File: src/core/csr_regs.svh
`ifndef CSR_REGS_SVH
`define CSR_REGS_SVH

`define CSR_ADDR_VBAT        8'h12
`define CSR_ADDR_FAST        8'h13
`define CSR_ADDR_PCHG        8'h14
`define CSR_ADDR_TERM        8'h15
`define CSR_ADDR_PROT        8'h16
`define CSR_RST_VBAT         8'h3C
`define CSR_RST_FAST         8'h08
`define CSR_RST_PCHG         8'h02
`define CSR_RST_TERM         8'h14
`define CSR_RST_PROT         8'h00
`define CSR_NUM_REGS         5
`define CSR_VBAT_BASE_MV     16'hE10
`define CSR_VBAT_STEP_MV     16'h000A
`define CSR_VBAT_MAX_MV      16'h11F8
`define CSR_VBAT_MAX_CODE    7'h64
`define CSR_STEP_LO_UA       20'h004E2
`define CSR_STEP_HI_UA       20'h009C4
`define CSR_LOWV_30_MV       16'h0BB8
`define CSR_LOWV_28_MV       16'h0AF0
`define CSR_UV_30_MV         16'h0BB8
`define CSR_UV_28_MV         16'h0AF0
`define CSR_UV_26_MV         16'h0A28
`define CSR_UV_24_MV         16'h0960
`define CSR_UV_22_MV         16'h0898
`define CSR_OCP_1200_MA      16'h04B0
`define CSR_OCP_1500_MA      16'h05DC
// Serial bus address of the port; value is arbitrary
`define CSR_DEV_ADDR         7'h35
`define CSR_RNW_BIT          0
`define CSR_GLITCH_LEN       2

`endif

File: src/core/csr_pkg.sv
`default_nettype none
package csr_pkg;
	typedef enum logic [2:0] {
		CSR_IDLE  = 3'h0,
		CSR_DADDR = 3'h1,
		CSR_RADDR = 3'h2,
		CSR_WDATA = 3'h3,
		CSR_RDATA = 3'h4,
		CSR_ACK   = 3'h5,
		CSR_RACK  = 3'h6,
		CSR_SKIP  = 3'h7
	} csr_state_e;
	typedef logic [7:0] csr_byte_t;
endpackage
`default_nettype wire

File: src/core/csr_bus_if.sv
`timescale 1ns/100ps
`default_nettype none
interface csr_bus_if;
	logic                wr_en;
	logic [7:0]          addr;
	csr_pkg::csr_byte_t  wdata;
	csr_pkg::csr_byte_t  rdata;
	modport ctrl (output wr_en, output addr, output wdata, input rdata);
	modport bank (input wr_en, input addr, input wdata, output rdata);
endinterface
`default_nettype wire

File: src/core/csr_bank.sv
`timescale 1ns/100ps
`default_nettype none
`include "csr_regs.svh"
module csr_bank (
	input  wire logic   clk_i,
	input  wire logic   rst_n_i,
	csr_bus_if.bank     bus,
	output logic [7:0]  vbat_o,
	output logic [7:0]  fast_o,
	output logic [7:0]  pchg_o,
	output logic [7:0]  term_o,
	output logic [7:0]  prot_o
);
	logic [7:0] regs      [`CSR_NUM_REGS];
	logic [7:0] next_regs [`CSR_NUM_REGS];
	logic [7:0] rdata;
	logic [7:0] next_rdata;

	always_comb begin
		next_regs = regs;
		next_rdata = 8'h00;
		unique case (bus.addr)
			`CSR_ADDR_VBAT: next_rdata = regs[0];
			`CSR_ADDR_FAST: next_rdata = regs[1];
			`CSR_ADDR_PCHG: next_rdata = regs[2];
			`CSR_ADDR_TERM: next_rdata = regs[3];
			`CSR_ADDR_PROT: next_rdata = regs[4];
			default:        next_rdata = 8'h00;
		endcase
		if (bus.wr_en) begin
			unique case (bus.addr)
				`CSR_ADDR_VBAT: begin
					// Saturate above 4.6 V; reserved bit 7 kept as storage
					next_regs[0] = {bus.wdata[7], (bus.wdata[6:0] > `CSR_VBAT_MAX_CODE) ?
						`CSR_VBAT_MAX_CODE : bus.wdata[6:0]};
				end
				`CSR_ADDR_FAST: next_regs[1] = bus.wdata;
				`CSR_ADDR_PCHG: next_regs[2] = bus.wdata;
				`CSR_ADDR_TERM: next_regs[3] = bus.wdata;
				`CSR_ADDR_PROT: next_regs[4] = bus.wdata;
				default: next_regs = regs;
			endcase
		end
	end

	always_ff @(posedge clk_i) begin
		if (!rst_n_i) begin
			regs[0] <= `CSR_RST_VBAT;
			regs[1] <= `CSR_RST_FAST;
			regs[2] <= `CSR_RST_PCHG;
			regs[3] <= `CSR_RST_TERM;
			regs[4] <= `CSR_RST_PROT;
			rdata   <= 8'h00;
		end else begin
			regs  <= next_regs;
			rdata <= next_rdata;
		end
	end

	assign bus.rdata = rdata;
	assign vbat_o    = regs[0];
	assign fast_o    = regs[1];
	assign pchg_o    = regs[2];
	assign term_o    = regs[3];
	assign prot_o    = regs[4];
endmodule
`default_nettype wire

File: src/core/csr_setpoints.sv
// Operation
// - Regulation target equals 3.6 V plus seven-bit code times 10 mV.
// - Written voltage codes above 4.6 V are stored as the 4.6 V code.
// - Fast current is eight-bit code times 1.25 mA or 2.5 mA step.
// - Pre-charge register bit 7 selects 1.25 mA (0) or 2.5 mA (1) step.
// - Pre-charge current is five-bit code times the selected step.
// - Termination current is code percent of fast current, 1 to 31 percent.
// - Termination bit 0 set suppresses termination; clear applies it.
// - Pre-charge exit threshold is 3.0 V when select is 0, else 2.8 V.
// - Over-current limit 1200 mA, 1500 mA, or disabled for codes 10, 11.
// - Undervolt codes 0-2 give 3.0 V, then 2.8 to 2.2 V, 7 disables.
// - Reset loads 0x3C voltage, 0x08 fast current, 0x02 pre-charge.
`timescale 1ns/100ps
`default_nettype none
`include "csr_regs.svh"
module csr_setpoints (
	input  wire logic   REF_CLK_I,
	input  wire logic   RST_N_I,
	input  wire logic   SCL_I,
	input  wire logic   SDA_I,
	output logic        SDA_O,
	output logic        SDA_OE_O,
	output logic [15:0] CHARGE_TARGET_VOLTAGE_MV_O,
	output logic [19:0] PROGRAMMED_FAST_CURRENT_UA_O,
	output logic [19:0] PRECHARGE_CURRENT_UA_O,
	output logic [4:0]  TERMINATION_PERCENT_CODE_O,
	output logic [27:0] TERMINATION_CURRENT_UA_X100_O,
	output logic        TERMINATION_ENABLE_O,
	output logic [15:0] PRECHARGE_EXIT_MV_O,
	output logic [15:0] OVERCURRENT_LIMIT_MA_O,
	output logic        OVERCURRENT_ENABLE_O,
	output logic [15:0] UNDERVOLT_MV_O,
	output logic        UNDERVOLT_ENABLE_O
);
	csr_bus_if bus ();
	logic [7:0] vbat;
	logic [7:0] fast;
	logic [7:0] pchg;
	logic [7:0] term;
	logic [7:0] prot;

	csr_bank u_bank (
		.clk_i   (REF_CLK_I),
		.rst_n_i (RST_N_I),
		.bus     (bus),
		.vbat_o  (vbat),
		.fast_o  (fast),
		.pchg_o  (pchg),
		.term_o  (term),
		.prot_o  (prot)
	);

	function automatic logic [19:0] csr_current(input logic [7:0] code, input logic hi);
		csr_current = 20'(code) * (hi ? `CSR_STEP_HI_UA : `CSR_STEP_LO_UA);
	endfunction

	// Pin synchronisers, then edge/condition detect on the second stage
	logic [1:0] scl_sync;
	logic [1:0] sda_sync;
	logic       scl_d;
	logic       sda_d;
	always_ff @(posedge REF_CLK_I) begin
		if (!RST_N_I) begin
			scl_sync <= 2'h3;
			sda_sync <= 2'h3;
			scl_d    <= 1'b1;
			sda_d    <= 1'b1;
		end else begin
			scl_sync <= {scl_sync[0], SCL_I};
			sda_sync <= {sda_sync[0], SDA_I};
			scl_d    <= scl_sync[1];
			sda_d    <= sda_sync[1];
		end
	end
	wire scl      = scl_sync[1];
	wire sda      = sda_sync[1];
	wire scl_rise = scl & ~scl_d;
	wire scl_fall = ~scl & scl_d;
	wire start_c  = scl & scl_d & sda_d & ~sda;
	wire stop_c   = scl & scl_d & ~sda_d & sda;

	csr_pkg::csr_state_e state;
	csr_pkg::csr_state_e next_state;
	csr_pkg::csr_state_e after_ack;
	csr_pkg::csr_state_e next_after_ack;
	logic [3:0] bitcnt;
	logic [3:0] next_bitcnt;
	logic [7:0] shreg;
	logic [7:0] next_shreg;
	logic [7:0] ptr;
	logic [7:0] next_ptr;
	logic       sda_oe;
	logic       next_sda_oe;
	logic       wr_en;
	logic       next_wr_en;

	always_comb begin
		next_state     = state;
		next_after_ack = after_ack;
		next_bitcnt    = bitcnt;
		next_shreg     = shreg;
		next_ptr       = ptr;
		next_sda_oe    = sda_oe;
		next_wr_en     = 1'b0;
		if (start_c) begin
			next_state  = csr_pkg::CSR_DADDR;
			next_bitcnt = 4'h0;
			next_sda_oe = 1'b0;
		end else if (stop_c) begin
			next_state  = csr_pkg::CSR_IDLE;
			next_sda_oe = 1'b0;
		end else begin
			unique case (state)
				csr_pkg::CSR_IDLE, csr_pkg::CSR_SKIP: next_sda_oe = 1'b0;
				csr_pkg::CSR_DADDR, csr_pkg::CSR_RADDR, csr_pkg::CSR_WDATA: begin
					if (scl_rise) begin
						next_shreg  = {shreg[6:0], sda};
						next_bitcnt = bitcnt + 4'h1;
					end
					if (scl_fall && bitcnt == 4'h8) begin
						next_bitcnt = 4'h0;
						next_sda_oe = 1'b1;
						next_state  = csr_pkg::CSR_ACK;
						if (state == csr_pkg::CSR_DADDR) begin
							if (shreg[7:1] != `CSR_DEV_ADDR) begin
								next_sda_oe = 1'b0;
								next_state  = csr_pkg::CSR_SKIP;
							end else if (shreg[`CSR_RNW_BIT]) begin
								next_after_ack = csr_pkg::CSR_RDATA;
							end else begin
								next_after_ack = csr_pkg::CSR_RADDR;
							end
						end else if (state == csr_pkg::CSR_RADDR) begin
							next_ptr       = shreg;
							next_after_ack = csr_pkg::CSR_WDATA;
						end else begin
							next_wr_en     = 1'b1;
							next_after_ack = csr_pkg::CSR_WDATA;
						end
					end
				end
				csr_pkg::CSR_ACK: begin
					if (scl_fall) begin
						next_state  = after_ack;
						next_sda_oe = (after_ack == csr_pkg::CSR_RDATA) & ~bus.rdata[7];
						next_shreg  = {bus.rdata[6:0], 1'b1};
						if (next_wr_en == 1'b0 && after_ack == csr_pkg::CSR_WDATA &&
							bitcnt == 4'h0)
							next_ptr = ptr;
					end
				end
				csr_pkg::CSR_RDATA: begin
					if (scl_fall) begin
						next_bitcnt = bitcnt + 4'h1;
						if (bitcnt == 4'h7) begin
							next_sda_oe = 1'b0;
							next_state  = csr_pkg::CSR_RACK;
							next_ptr    = ptr + 8'h01;
						end else begin
							next_sda_oe = ~shreg[7];
							next_shreg  = {shreg[6:0], 1'b1};
						end
					end
				end
				csr_pkg::CSR_RACK: begin
					if (scl_rise) begin
						next_bitcnt = 4'h0;
						next_state  = sda ? csr_pkg::CSR_SKIP : csr_pkg::CSR_ACK;
						next_after_ack = csr_pkg::CSR_RDATA;
					end
				end
			endcase
		end
		// Register pointer auto-increments after each written byte
		if (wr_en)
			next_ptr = ptr + 8'h01;
	end

	always_ff @(posedge REF_CLK_I) begin
		if (!RST_N_I) begin
			state     <= csr_pkg::CSR_IDLE;
			after_ack <= csr_pkg::CSR_IDLE;
			bitcnt    <= 4'h0;
			shreg     <= 8'h00;
			ptr       <= 8'h00;
			sda_oe    <= 1'b0;
			wr_en     <= 1'b0;
		end else begin
			state     <= next_state;
			after_ack <= next_after_ack;
			bitcnt    <= next_bitcnt;
			shreg     <= next_shreg;
			ptr       <= next_ptr;
			sda_oe    <= next_sda_oe;
			wr_en     <= next_wr_en;
		end
	end

	// Open drain: only ever pull low
	assign bus.wr_en = wr_en;
	assign bus.addr  = ptr;
	assign bus.wdata = shreg;
	assign SDA_O     = 1'b0;
	assign SDA_OE_O  = sda_oe;

	// Setpoint decode registered so charger loops see glitch-free values
	logic [19:0] fast_ua;
	assign fast_ua = csr_current(fast, pchg[7]);
	always_ff @(posedge REF_CLK_I) begin
		if (!RST_N_I) begin
			CHARGE_TARGET_VOLTAGE_MV_O    <= 16'h0000;
			PROGRAMMED_FAST_CURRENT_UA_O  <= 20'h00000;
			PRECHARGE_CURRENT_UA_O        <= 20'h00000;
			TERMINATION_PERCENT_CODE_O    <= 5'h00;
			TERMINATION_CURRENT_UA_X100_O <= 28'h0000000;
			TERMINATION_ENABLE_O          <= 1'b0;
			PRECHARGE_EXIT_MV_O           <= 16'h0000;
			OVERCURRENT_LIMIT_MA_O        <= 16'h0000;
			OVERCURRENT_ENABLE_O          <= 1'b0;
			UNDERVOLT_MV_O                <= 16'h0000;
			UNDERVOLT_ENABLE_O            <= 1'b0;
		end else begin
			CHARGE_TARGET_VOLTAGE_MV_O   <= `CSR_VBAT_BASE_MV +
				16'(vbat[6:0]) * `CSR_VBAT_STEP_MV;
			PROGRAMMED_FAST_CURRENT_UA_O <= fast_ua;
			PRECHARGE_CURRENT_UA_O       <= csr_current({3'h0, pchg[4:0]}, pchg[7]);
			// Code zero is forbidden to the host, so no guard here
			TERMINATION_PERCENT_CODE_O    <= term[5:1];
			TERMINATION_CURRENT_UA_X100_O <= 28'(fast_ua) * 28'(term[5:1]);
			TERMINATION_ENABLE_O          <= ~term[0];
			PRECHARGE_EXIT_MV_O <= prot[5] ? `CSR_LOWV_28_MV : `CSR_LOWV_30_MV;
			OVERCURRENT_ENABLE_O   <= ~prot[4];
			OVERCURRENT_LIMIT_MA_O <= prot[3] ? `CSR_OCP_1500_MA : `CSR_OCP_1200_MA;
			UNDERVOLT_ENABLE_O <= (prot[2:0] != 3'h7);
			unique case (prot[2:0])
				3'h3:    UNDERVOLT_MV_O <= `CSR_UV_28_MV;
				3'h4:    UNDERVOLT_MV_O <= `CSR_UV_26_MV;
				3'h5:    UNDERVOLT_MV_O <= `CSR_UV_24_MV;
				3'h6:    UNDERVOLT_MV_O <= `CSR_UV_22_MV;
				3'h7:    UNDERVOLT_MV_O <= 16'h0000;
				default: UNDERVOLT_MV_O <= `CSR_UV_30_MV;
			endcase
		end
	end
endmodule
`default_nettype wire

File: config.mk
export PLATFORM = sky130hd
export DESIGN_NAME = csr_setpoints
export DESIGN_NICKNAME = d
export VERILOG_FILES = /design/src/core/csr_pkg.sv /design/src/core/csr_bus_if.sv /design/src/core/csr_bank.sv /design/src/core/csr_setpoints.sv
export VERILOG_INCLUDE_DIRS = /design/src /design/src/core
export SDC_FILE = /design/constraint.sdc
export NUM_CORES = 1
export LEC_CHECK = 0
export ABC_AREA = 0
export ABC_CLOCK_PERIOD_IN_PS = 17500
export BUFFER_PORTS_ARGS = -buffer_cell sky130_fd_sc_hd__buf_2
export CAP_MARGIN = 20
export CELL_PAD_IN_SITES_DETAIL_PLACEMENT = 1
export CELL_PAD_IN_SITES_GLOBAL_PLACEMENT = 2
export CORE_AREA = 10 10 195 197
export CTS_CLUSTER_SIZE = 10
export DETAILED_ROUTE_END_ITERATION = 10
export DIE_AREA = 0 0 205 207
export GPL_TIMING_DRIVEN = 0
export MAX_ROUTING_LAYER = met4
export PLACE_DENSITY = 0.95
export SLEW_MARGIN = 20
export SYNTH_ARGS = -nofsm -noshare
export SYNTH_HDL_FRONTEND = slang
export SYNTH_SLANG_ARGS = --single-unit
File: constraint.sdc
create_clock -name REF_CLK_I -period 17.5 [get_ports REF_CLK_I]
set_input_delay 0.875 -clock REF_CLK_I [delete_from_list [all_inputs] [get_ports REF_CLK_I]]
set_output_delay 0.875 -clock REF_CLK_I [all_outputs]
set_load 0.03 [all_outputs]
# Yosys cells after proc, flatten, opt, wreduce, memory -nomap -nowiden
# Cells that the tools add are included.
[word_totals]
inputBits = 4
out_inout_bits = 142
regBits = 222
word_cells = 178
[classes]
mux = 50
bitwise_logic = 21
n_reduce_logical = 26
magnitude_cmp = 1
add_sub_neg = 3
multipliers = 4
eq_ne = 43
[ops]
columns = ["cell", "n"]
rows = [
  ["8-bit 2-to-1 mux", 12],
  ["12-bit one-hot mux with 5 select lines", 1],
  ["8-bit by 5-bit == test with 1-bit output (second input constant)", 5],
  ["8-bit one-hot mux with 5 select lines", 1],
  ["3-bit 2-to-1 mux", 10],
  ["3-bit == test (second input constant)", 9],
  ["20-bit by 5-bit multiplier with 25-bit output", 1],
  ["3-bit inequality test (second input constant)", 8],
  ["8-bit one-hot mux with 3 select lines", 1],
  ["8-bit by 20-bit multiplier with 20-bit output", 1],
  ["4-bit inequality test (second input constant)", 5],
  ["9-bit 2-to-1 mux", 2],
  ["6-bit AND reduction", 3],
  ["5-bit by 12-bit multiplier with 17-bit output", 1],
  ["4-bit 2-to-1 mux", 4],
  ["8-bit one-hot mux with 2 select lines", 1],
  ["2-bit inequality test (second input constant)", 7],
  ["12-bit by 11-bit adder with 13-bit output (first input constant)", 1],
  ["1-bit NOT", 13],
  ["12-bit 2-to-1 mux", 1],
  ["3-bit one-hot mux with 4 select lines", 1],
  ["4-bit one-hot mux with 3 select lines", 1],
  ["7-bit by 3-bit multiplier with 10-bit output (second input constant)", 1],
  ["2-bit AND reduction", 5],
  ["28 further kinds", 53],
]

# Longest topological paths before layout
# Gate-level depths: netlist (run 1).
[depth]
ltp_word = 8
ltp_mapped = 31
depth_no_buf = 30

# Cells and area by module
# From an unflattened synthesis (run 1), not the netlist that was laid out.
[hier_totals]
hier_cells = 1439
area_unflattened_um2 = 13107.6
[by_module_without_submodules]
columns = ["mod", "n_inst", "seq_area_each_um2", "cells_per_inst", "area_per_inst_um2"]
rows = [
  ["csr_setpoints", 1, 2502.4, 1213, 10850.4],
  ["csr_bank", 1, 960.9, 226, 2257.2],
]

# Worst setup path before layout (run 1)
# OpenSTA, ideal clock, no wires.
[synth_path]
path_type = "register to register"
startpoint = "reg u_bank.regs (netlist bit u_bank.pchg_o[7])"
endpoint = "reg TERMINATION_CURRENT_UA_X100_O[24]"
arrival_ns = 7.214
required_ns = 17.376
synth_period_minus_slack_ns = 7.338
n_path_buf = 1
setup_time_ns = 0.124
path_stages_with_launch = 30
path_slack_ns = 10.162
path_cell_list = "dfxtp_1 clkbuf_1 nand2b_1 fa_1 inv_1 fa_1 fa_1 inv_1 fa_1 inv_1 ha_1 and3_1 a21boi_4 nand2b_1 a21oi_1 xnor2_1 and2_1 fa_1 fa_1 inv_1 fa_1 inv_1 ha_1 a21o_1 o21bai_1 a311oi_1 nor2_1 a311oi_2 o21ai_0 mux2i_1"
[synth_between]
elab_chain_len = 3
[synth_lines]
columns = ["element", "line", "rtl"]
rows = [
  ["start: declaration", "csr_bank.sv:14", "logic [7:0] regs [`CSR_NUM_REGS];"],
  ["start signal: assignment", "csr_bank.sv:55", "regs <= next_regs;"],
  ["12-bit 2-to-1 mux (no source line)", "--", ""],
  ["8-bit by 20-bit multiplier with 20-bit output", "csr_setpoints.sv:54", "csr_current = 20'(code) * (hi ? `CSR_STEP_HI_UA : `CSR_STEP_LO_UA);"],
  ["20-bit by 5-bit multiplier with 25-bit output", "csr_setpoints.sv:229", "TERMINATION_CURRENT_UA_X100_O <= 28'(fast_ua) * 28'(term[5:1]);"],
  ["end signal: assignment", "csr_setpoints.sv:229", ""],
  ["end: declaration", "csr_setpoints.sv:27", "output logic [27:0] TERMINATION_CURRENT_UA_X100_O,"],
]
# No other way between the ends.
# A chain may end at the register's enable or synchronous reset.

# Final worst setup path (run 1)
[layout_path]
startpoint = "reg u_bank.regs (netlist bit u_bank.pchg_o[7])"
endpoint = "reg TERMINATION_CURRENT_UA_X100_O[23]"
# Same word-level chain as after synthesis.

==> results of run 1 <==
state kept, by name, indices dropped and copies added (netlist names), 2 cells and up:
| name | cells |
|---|---|
| CHARGE_TARGET_VOLTAGE_MV_O | 12 |
| OVERCURRENT_LIMIT_MA_O | 3 |
| PRECHARGE_CURRENT_UA_O | 16 |
| PRECHARGE_EXIT_MV_O | 2 |
| PROGRAMMED_FAST_CURRENT_UA_O | 19 |
| TERMINATION_CURRENT_UA_X100_O | 24 |
| TERMINATION_PERCENT_CODE_O | 5 |
| UNDERVOLT_MV_O | 7 |
| after_ack | 3 |
| bitcnt | 4 |
| bus.addr | 8 |
| bus.wdata | 8 |
| scl_sync | 2 |
| sda_sync | 2 |
| state | 3 |
| u_bank.bus.rdata | 8 |
| u_bank.fast_o | 8 |
| u_bank.pchg_o | 8 |
| u_bank.prot_o | 8 |
| u_bank.term_o | 8 |
| u_bank.vbat_o | 8 |
worst max-delay path by stage:
| stage | end | slack (ps) | depth (start not counted) |
|---|---|---|---|
| after global placement | TERMINATION_CURRENT_UA_X100_O[23] | 8970 | 30 |
| after detailed placement | TERMINATION_CURRENT_UA_X100_O[24] | 8810 | 29 |
| final | TERMINATION_CURRENT_UA_X100_O[23] | 8710 | 30 |
| after floorplan | TERMINATION_CURRENT_UA_X100_O[24] | 10160 | 29 |
| after CTS | TERMINATION_CURRENT_UA_X100_O[23] | 8720 | 30 |
| after global routing | TERMINATION_CURRENT_UA_X100_O[23] | 8250 | 30 |
worst max-delay path: cells and delay by family (launching register included):
family / cells / cell delay [ps]
simple gates: 6 / 1360
mux: 1 / 230
buf+inv: 6 / 1130
xor+xnor: 1 / 590
fa+ha+maj: 8 / 3510
flops: 1 / 390
compound gates: 8 / 1490
synthesized netlist by cell type, drive strengths merged (3+ instances only):
cell type	instances
o31ai	3
a22oi	18
and2	101
ha	115
fa	95
nor4b	5
a21boi	4
o211ai	4
a211o	3
nand2b	33
nand4	23
and4	3
or3	7
nor3	17
a311oi	13
a21o	22
nor3b	5
inv	152
mux2i	5
nor2	91
nor4	3
xnor2	26
nand2	133
nand3	70
nand3b	4
clkbuf	56
or4	5
and3	14
a211oi	6
buf	70
a31oi	21
nor2b	17
o21bai	8
dfxtp	173
or2	12
a21oi	91
o21ai	40
xor2	20
o21a	9
stage by stage:
step / cells / area [um2] / total power, mW / setup slack, ps
global route: 2175 / 15010 / 1.250 / 8253
CTS: 2175 / 15010 / 1.196 / 8721
finish: 2175 / 15010 / 1.186 / 8711
floorplan: 1581 / 13280 / 0.6916 / 10160
detailed placement: 2143 / 14390 / 0.7831 / 8813
global placement: 2143 / 14390 / 0.7716 / 8971
layout by cell type (no fill, tap or decap), types with 11 or more instances in the layout:
cell,count
a21o_1,22
a21oi_1,90
a22oi_1,18
a311oi_1,11
a31oi_1,21
and2_1,101
and3_1,14
buf_1,11
buf_2,115
buf_4,50
clkbuf_1,56
clkbuf_16,17
conb_1,57
dfxtp_1,173
fa_1,95
ha_1,115
inv_1,152
nand2_1,133
nand2b_1,33
nand3_1,70
nand4_1,23
nor2_1,90
nor2b_1,17
nor3_1,17
o21ai_0,38
or2_2,12
xnor2_1,26
xor2_1,20
cells by family after synthesis:
family / count (synthesis) / share of synthesized area
AO/OA/AOI/OAI: 262 / 0.1308
multiplexers: 5 / 0.003827
adder cells (fa/ha/maj): 210 / 0.2555
XOR/XNOR: 46 / 0.03081
flip-flops: 173 / 0.2648
other: 2 / 0.0005743
buffers and inverters: 278 / 0.09548
AND/OR/NAND/NOR: 550 / 0.2182
metal layers:
| layer | global-route usage | vias to the layer above |
|---|---|---|
| met5 | - | - |
| met4 | 0.07885 | 0 |
| met3 | 0.02637 | 63 |
| met2 | 0.3353 | 205 |
| met1 | 0.2257 | 5582 |
| li1 | - | 5361 |
layout make-up:
type                            count  area share
Buffer                            126     0.04519
Clock buffer                       17     0.02835
Clock inverter                     15     0.01292
Inverter                          152     0.03802
Multi-Input combinational cell   1130      0.5712
Sequential cell                   173      0.2308
Tap cell                          455     0.03793
Timing Repair Buffer              107     0.03568
report_power, final:
group / switching, mW / total (mW) / internal, mW
clock: 0.191 / 0.409 / 0.218
sequential: 0.00967 / 0.428 / 0.418
combinational: 0.233 / 0.349 / 0.115
total: 0.434 / 1.19 / 0.752
==> impl_metrics.ini, run 1 <==
[run_status]
status = completed

[timing]
grt_setup_unrepaired = no
finalMaxSlewViolations = 0
layout_worst_path_cycle_share = 0.5022
max-slew-margin-rel = 0.2415
final_hold_viol_count = 0
setup_viol_count_final = 0
layout_min_cycle_time_ps = 8789
worst_slew_pin_tran_ps = 1138
skew_ps = 17.57
fin_worst_hold_slack_ps = 428.0
timing.setup.tns_ps = 0
clock.fmax_mhz = 113.8

[drt]
routed-via-count = 11210
highest_metal_layer_with_signal_wires = met4
drtPass1Iterations = 4
detailedRoute.firstIterationViolations = 681
drt.antenna.violating_nets = 0
met2RoutedLength_um = 20700
routedLengthMet1_um = 17120
met3_wirelength_um = 1351
drc = 0
wl_per_cell_um = 18.58
viasPerCell = 5.154
drt_wl_total_um = 40400

[worst_setup_path]
cpPeakStageDelay_ps = 590
cp_data_arrival_time_ps = 9180
worstSetupStartpoint = u_bank.pchg_o[7]
critPathSlowestCell = xor2_1
regToRegSetupSlack_ps = 8710
r2r-end = TERMINATION_CURRENT_UA_X100_O[23]
largest_driver_fanout_on_the_critical_path = 10
timing.critical_path.from_type = flop
critPathMostFrequentCell = fa_1
timing_worst_setup_path_type = reg2reg
timing.critical_path.required_ps = 17890
endpoint_kind = flop
reg2reg_from = u_bank.pchg_o[7]
depth_of_the_worst_register_to_register_path = 30

[power_and_ir_drop]
total_leakage_power_nw = 7.070
powerDensity_nw_per_um2 = 79.01
worst_ir_drop_vdd_mv = 0.07620

[synth]
post_synth_design_cell_area_um2 = 13080
synth_top_area_share = 0.2648
yosys_register_bits = 173
synth_warnings = 0
ys_async_sr_fraction = 0
synth_top_area_cell = dfxtp_1
postSynthCellCount = 1526
synth-edff-count = 0
ys_seq_area_frac = 0.2648
synthesized_area_per_cell_um2 = 8.570
synth.distinct_cells = 72
ys_top_cells_by_area = dfxtp_1 26%, fa_1 15%, ha_1 11%
top_ff_cell_synth = dfxtp_1

[global_route]
globalRouteOverflowTotal = 0
grt_first_pass_wirelength_um = 64630
grt_pass1_vias = 11930
globalRouteTotalUtil = 0.1958
antenna_found_initial = 1
grt_start_max_net_pins = 19

[clock_tree]
clockBufferDepth = 2
clock_insertion_delay_worst_skew_ps = 470
cts.clk_slew.worst_paths_ps = 80
tritoncts = yes
cts_made_buffers = 17
ctsRootBufferMaster = clkbuf_16
cts_resized = 0
post-cts-setup-buffers = 0
cts-hold-fix-buffers = 0
cts_htree_levels = 4
tritoncts_num_sinks = 173

[layout]
final-seq-area_um2 = 3463
share_of_cells_above_drive_strength_1 = 0.1302
final_util = 0.4399
area.growth.synth_to_final_pct = 14.76
number_of_nets_in_the_final_layout = 1921
nFillCells = 4129
antennaDiodeCount = 0
area_used_by_multi_input_combinational_logic_um2 = 8572

[min_path]
timing.hold.worst_endpoint = scl_sync[1]
hold_depth = 1
timing.hold.worst.start = scl_sync[0]
timing.hold.worst.class = reg2reg

[floorplanning]
boundaryPins = 146
fp.dieArea_um2 = 42440
start_util = 0.3833
die-width_um = 205
core_area_um2 = 34120
row_count = 68
die_outline_height_um = 207

[placed_design]
detailed_place_hpwl_um = 31500
place.port_buffers = 107
routability_cong = 0.8933

[job]
max_cap_viol = 0
No activity file was read; power rests on OpenSTA's default activity.
==> inputs of run 2 (changes only) <==
Settings changed: ABC_CLOCK_PERIOD_IN_PS 17500 to 8800, CORE_AREA 10 10 195 197 to 10 10 200 202, DIE_AREA 0 0 205 207 to 0 0 210 212, PLACE_DENSITY 0.95 to 0.92.
Clock period 17.5 ns to 8.8 ns, I/O delays scaled along.
==> run 2 against run 1 <==
Via count is essentially flat. Critical path depth down 3. Combinational power increased by 99%. Die area rose by 4.9%. Utilization down 2.2 points. Worst hold slack got worse by 250 ps. Sequential cell count unchanged. Maximum frequency rose by 5.6%. Wire length grew 0.45%. Setup slack worse by 8200 ps. Register-to-register slack worse by 8200 ps. Critical path type unchanged. Critical endpoint unchanged. Count of clock-buffer cells in the layout up 1.
==> impl_metrics.ini, run 2 (same netlist as run 1, synthesis figures left out) <==
[run_status]
status = completed

[clock_tree]
cts_made_buffers = 17
clock_insertion_delay_worst_skew_ps = 470
clockBufferDepth = 2
cts.clk_slew.worst_paths_ps = 80
tritoncts_num_sinks = 173
cts-hold-fix-buffers = 0
tritoncts = yes
cts_htree_levels = 4
ctsRootBufferMaster = clkbuf_16

[drt]
drt.antenna.violating_nets = 0
viasPerCell = 5.123
detailedRoute.firstIterationViolations = 551
drc = 0
drt_wl_total_um = 40580
drtPass1Iterations = 5
wl_per_cell_um = 18.55
routed-via-count = 11210

[power_and_ir_drop]
worst_ir_drop_vdd_mv = 0.1552
finalPower_mw = 2.376
total_leakage_power_nw = 7.107
powerDensity_nw_per_um2 = 157.7

[placed_design]
routability_cong = 0.9093
dpl_cell_area_um2 = 14410
detailed_place_hpwl_um = 31530
pre_cts_slack_ps = 58.05
place.port_buffers = 107
placed_cells_incl_taps = 2156

[timing]
fin_worst_hold_slack_ps = 180.2
clock.fmax_mhz = 120.1
timing.setup.tns_ps = 0
layout_worst_path_cycle_share = 0.9460
grt_setup_unrepaired = no
skew_ps = 14.96
layout_min_cycle_time_ps = 8325
final_hold_viol_count = 0
setup_viol_count_final = 0
finalWorstSetupSlack_ps = 475.1
max-slew-margin-rel = 0.3412
finalMaxSlewViolations = 0
worst_slew_pin_tran_ps = 988.2

[worst_setup_path]
timing_worst_setup_path_type = reg2reg
endpoint_kind = flop
largest_driver_fanout_on_the_critical_path = 10
timing.critical_path.required_ps = 9170
timing.critical_path.from_type = flop
cp_data_arrival_time_ps = 8690

[floorplanning]
die-width_um = 210
die_outline_height_um = 212
boundaryPins = 146
core_area_um2 = 36080
row_count = 70
start_util = 0.3624
fp.dieArea_um2 = 44520

[min_path]
timing.hold.worst.class = in2reg

[layout]
antennaDiodeCount = 0
number_of_flip_flops_in_the_largest_register = 24
final-seq-area_um2 = 3463
finalInstanceArea_um2 = 15070
share_of_cells_above_drive_strength_1 = 0.1349
number_of_nets_in_the_final_layout = 1921
layout.cells.most_common_list = 173 x dfxtp_1, 152 x inv_1, 133 x nand2_1
area_used_by_multi_input_combinational_logic_um2 = 8597
top_register = TERMINATION_CURRENT_UA_X100_O
final_common_cell = dfxtp_1
final_util = 0.4176
layoutNonFillerInstCount = 2188
area.growth.synth_to_final_pct = 15.23
nFillCells = 4385
top_regs = TERMINATION_CURRENT_UA_X100_O x24, PROGRAMMED_FAST_CURRENT_UA_O x19, PRECHARGE_CURRENT_UA_O x16

[global_route]
grt_first_pass_wirelength_um = 64400
grt_start_max_net_pins = 19
antenna_found_initial = 0
globalRouteTotalUtil = 0.1864
globalRouteOverflowTotal = 0
grt_pass1_vias = 11890

[job]
max_cap_viol = 0
## run 2: final timing paths
| check | endpoint | slack, ps | cells after the start | from |
|---|---|---|---|---|
| worst min register to register | scl_sync[1] | 420 | 1 | scl_sync[0] |
| worst max-delay path | TERMINATION_CURRENT_UA_X100_O[23] | 480 | 27 | u_bank.pchg_o[7] |
| worst min-delay path | scl_sync[0] | 180 | 2 | SCL_I |
| worst max register to register | TERMINATION_CURRENT_UA_X100_O[23] | 480 | 27 | u_bank.pchg_o[7] |
## run 2: worst max-delay path, stage by stage (launching register included)
cell and delay [ps]:
dfxtp_1 400, clkbuf_2 260, nand2b_1 190, fa_1 450, fa_1 520, fa_1 540
fa_1 560, inv_1 40, ha_1 380, a21o_1 190, a21o_1 170, a21oi_1 180
o21ai_2 120, xnor2_1 590, and2_1 250, fa_1 470, fa_1 560, inv_1 60
fa_1 520, inv_1 40, ha_1 360, nand3_1 130, nor2_2 240, o21a_1 160
a41o_1 190, o21ai_0 130, o21ai_0 250, mux2i_1 280
## run 2: per-layer routing
metal  up-vias  track usage  part of all wire
met5         -            -                 0
met3        66      0.03052             0.036
met2       206       0.3223              0.50
li1       5366            -                 -
met4         0      0.07690             0.035
met1      5572       0.2109              0.42
## run 2: report_power, final
group / internal, mW / switching [mW]
clock: 0.444 / 0.389
sequential: 0.832 / 0.0186
combinational: 0.230 / 0.464
total: 1.50 / 0.871
## run 2: cell type report
type	instances	area share
Inverter	152	0.03786
Buffer	126	0.04533
Sequential cell	173	0.2298
Clock buffer	18	0.02914
Timing Repair Buffer	107	0.03554
Multi-Input combinational cell	1130	0.5705
Tap cell	468	0.03886
Clock inverter	14	0.01295
## run 2: repair_timing
item,in CTS,in global routing
setup buffers,0,0
endpoints found under the setup margin,0,6
resized for setup,0,10
==> inputs of run 3 (changes only) <==
Settings changed: BUFFER_PORTS_ARGS -buffer_cell sky130_fd_sc_hd__buf_2 to -buffer_cell sky130_fd_sc_hd__clkbuf_2, CTS_BUF_LIST set to sky130_fd_sc_hd__clkbuf_4 sky130_fd_sc_hd__clkbuf_8 sky130_fd_sc_hd__clkbuf_16, RECOVER_POWER set to 100.
==> run 3 against run 2 <==
Clock power fell by 3.7%. Maximum frequency about the same. Clock skew rose by 4.5 ps. Utilization shrank 0.49 points. Via count down 0.14%. Sequential cell count is the same. Final area is 1.2% lower. Worst hold slack got worse by 21 ps. Largest cell class unchanged.
==> impl_metrics.ini, run 3 (same netlist as run 1, synthesis figures left out) <==
[floorplanning]
die-width_um = 210
row_count = 70
start_util = 0.3624
core_area_um2 = 36080
die_outline_height_um = 212
fp.dieArea_um2 = 44520
boundaryPins = 146

[worst_setup_path]
reg2reg_from = u_bank.pchg_o[7]
timing.critical_path.required_ps = 9150
worstSetupStartpoint = u_bank.pchg_o[7]
regToRegSetupSlack_ps = 470
depth_of_the_worst_register_to_register_path = 26
timing.critical_path.from_type = flop
worstSetupEndpoint = TERMINATION_CURRENT_UA_X100_O[24]
r2r-end = TERMINATION_CURRENT_UA_X100_O[24]
timing_worst_setup_path_type = reg2reg
largest_driver_fanout_on_the_critical_path = 10
endpoint_kind = flop
cp_data_arrival_time_ps = 8680

[timing]
timing.setup.tns_ps = 0
max-slew-margin-rel = 0.2133
setup_viol_count_final = 0
final_hold_viol_count = 0
worst_slew_pin_tran_ps = 1180
skew_ps = 19.47
clock.fmax_mhz = 120.1
finalMaxSlewViolations = 0
layout_min_cycle_time_ps = 8329
layout_worst_path_cycle_share = 0.9465
grt_setup_unrepaired = no

[drt]
drt.antenna.violating_nets = 0
wl_per_cell_um = 18.53
drt_wl_total_um = 40560
drtPass1Iterations = 5
detailedRoute.firstIterationViolations = 524
routed-via-count = 11190
drc = 0
viasPerCell = 5.114

[global_route]
grt_first_pass_wirelength_um = 64480
globalRouteTotalUtil = 0.1868
grt_pass1_vias = 12050
antenna_found_initial = 0
grt_start_max_net_pins = 22
globalRouteOverflowTotal = 0

[layout]
area.growth.synth_to_final_pct = 13.89
layout.cells.most_common_list = 173 x dfxtp_1, 170 x clkbuf_1, 152 x inv_1
number_of_flip_flops_in_the_largest_register = 24
top_register = TERMINATION_CURRENT_UA_X100_O
number_of_nets_in_the_final_layout = 1921
nFillCells = 4422
top_regs = TERMINATION_CURRENT_UA_X100_O x24, PROGRAMMED_FAST_CURRENT_UA_O x19, PRECHARGE_CURRENT_UA_O x16
share_of_cells_above_drive_strength_1 = 0.06686
final_common_cell = dfxtp_1

[clock_tree]
clockBufferDepth = 2
ctsRootBufferMaster = clkbuf_16
tritoncts_num_sinks = 173
cts_htree_levels = 4
cts-hold-fix-buffers = 0
tritoncts = yes
clock_insertion_delay_worst_skew_ps = 470
cts.clk_slew.worst_paths_ps = 80
cts_made_buffers = 17

[run_status]
status = completed

[power_and_ir_drop]
seq_power_share = 0.365
powerDensity_nw_per_um2 = 156.5
power_switching_share = 0.3805
p_clk_frac = 0.344
p_comb_frac = 0.291
worst_ir_drop_vdd_mv = 0.2412
internal_power_mw = 1.444
finalPower_mw = 2.331
switching_power_uw = 887.2
total_leakage_power_nw = 6.679

[placed_design]
place.port_buffers = 107
detailed_place_hpwl_um = 31850
routability_cong = 0.9130

[job]
max_cap_viol = 0

[min_path]
timing.hold.worst.class = in2reg
-- run 3: area by class of cell --
class / instances / area [um2] / area share
Buffer: 126 / 674.4 / 0.04528
Inverter: 152 / 570.5 / 0.03831
Timing Repair Buffer: 107 / 404.1 / 0.02713
Clock buffer: 17 / 425.4 / 0.02856
Sequential cell: 173 / 3463 / 0.2325
Antenna cell: 1 / 2.502 / 0.0001680
Tap cell: 468 / 585.6 / 0.03931
Multi-Input combinational cell: 1130 / 8569 / 0.5754
Clock inverter: 15 / 198.9 / 0.01336
-- run 3: worst max-delay path, cell delays in order, from the launching register on --
cell and delay (ps):
dfxtp_1 400, clkbuf_2 260, nand2b_1 180, fa_1 460
fa_1 530, fa_1 530, fa_1 550, inv_1 40
ha_1 380, a21o_1 190, a21o_1 170, a21oi_1 120
o21ai_0 260, xnor2_2 450, and2_0 210, fa_1 460
fa_1 540, inv_1 50, fa_1 530, inv_1 40
ha_1 350, a21o_1 220, a311oi_1 250, nor2_1 80
a311oi_1 560, o21ai_0 240, mux2i_1 160
-- run 3: timing repair --
action / in CTS / in global routing
setup endpoints to repair: 0 / 6
gates resized for setup: 0 / 11
hold endpoints to repair: 0 / 0
setup buffers: 0 / 0
-- run 3: routing by layer --
layer | share of wire | track usage
met4 | 0.030 | 0.07293
met2 | 0.51 | 0.3267
met3 | 0.038 | 0.03404
met1 | 0.42 | 0.2079
met5 | 0 | -
-- run 3: power by group through the flow --
stage                     clock network [mW]  registers [mW]  logic [mW]
after global routing                   0.848           0.858       0.753
final                                  0.801           0.852       0.679
after CTS                              0.822           0.853       0.692
after floorplan                            0           0.938       0.437
after global placement                     0           0.869       0.669
after detailed placement                   0           0.871       0.687
-- run 3: worst min-delay path by stage --
stage | start | to | slack [ps] | cells past startpoint
finish | SCL_I | scl_sync[0] | 160 | 2
global route | SDA_I | sda_sync[0] | 160 | 2
CTS | SCL_I | scl_sync[0] | 140 | 2
detailed placement | scl_sync[0] | scl_sync[1] | 400 | 1
global placement | scl_sync[0] | scl_sync[1] | 400 | 1
floorplan | scl_sync[0] | scl_sync[1] | 390 | 1
-- run 3: stage by stage --
step	worst slack (ps)	area [um2]	cells	hold slack (ps)	utilization
3_3_place_gp	122.1	14410	2156	396.1	0.3992
5_1_grt	51.58	14890	2188	161.5	0.4127
4_1_cts	21.77	15030	2188	138.9	0.4165
2_1_floorplan	1462	13280	1581	386.3	-
3_5_place_dp	93.22	14410	2156	401.9	0.3992
6_report	470.7	14890	2189	158.8	0.4128
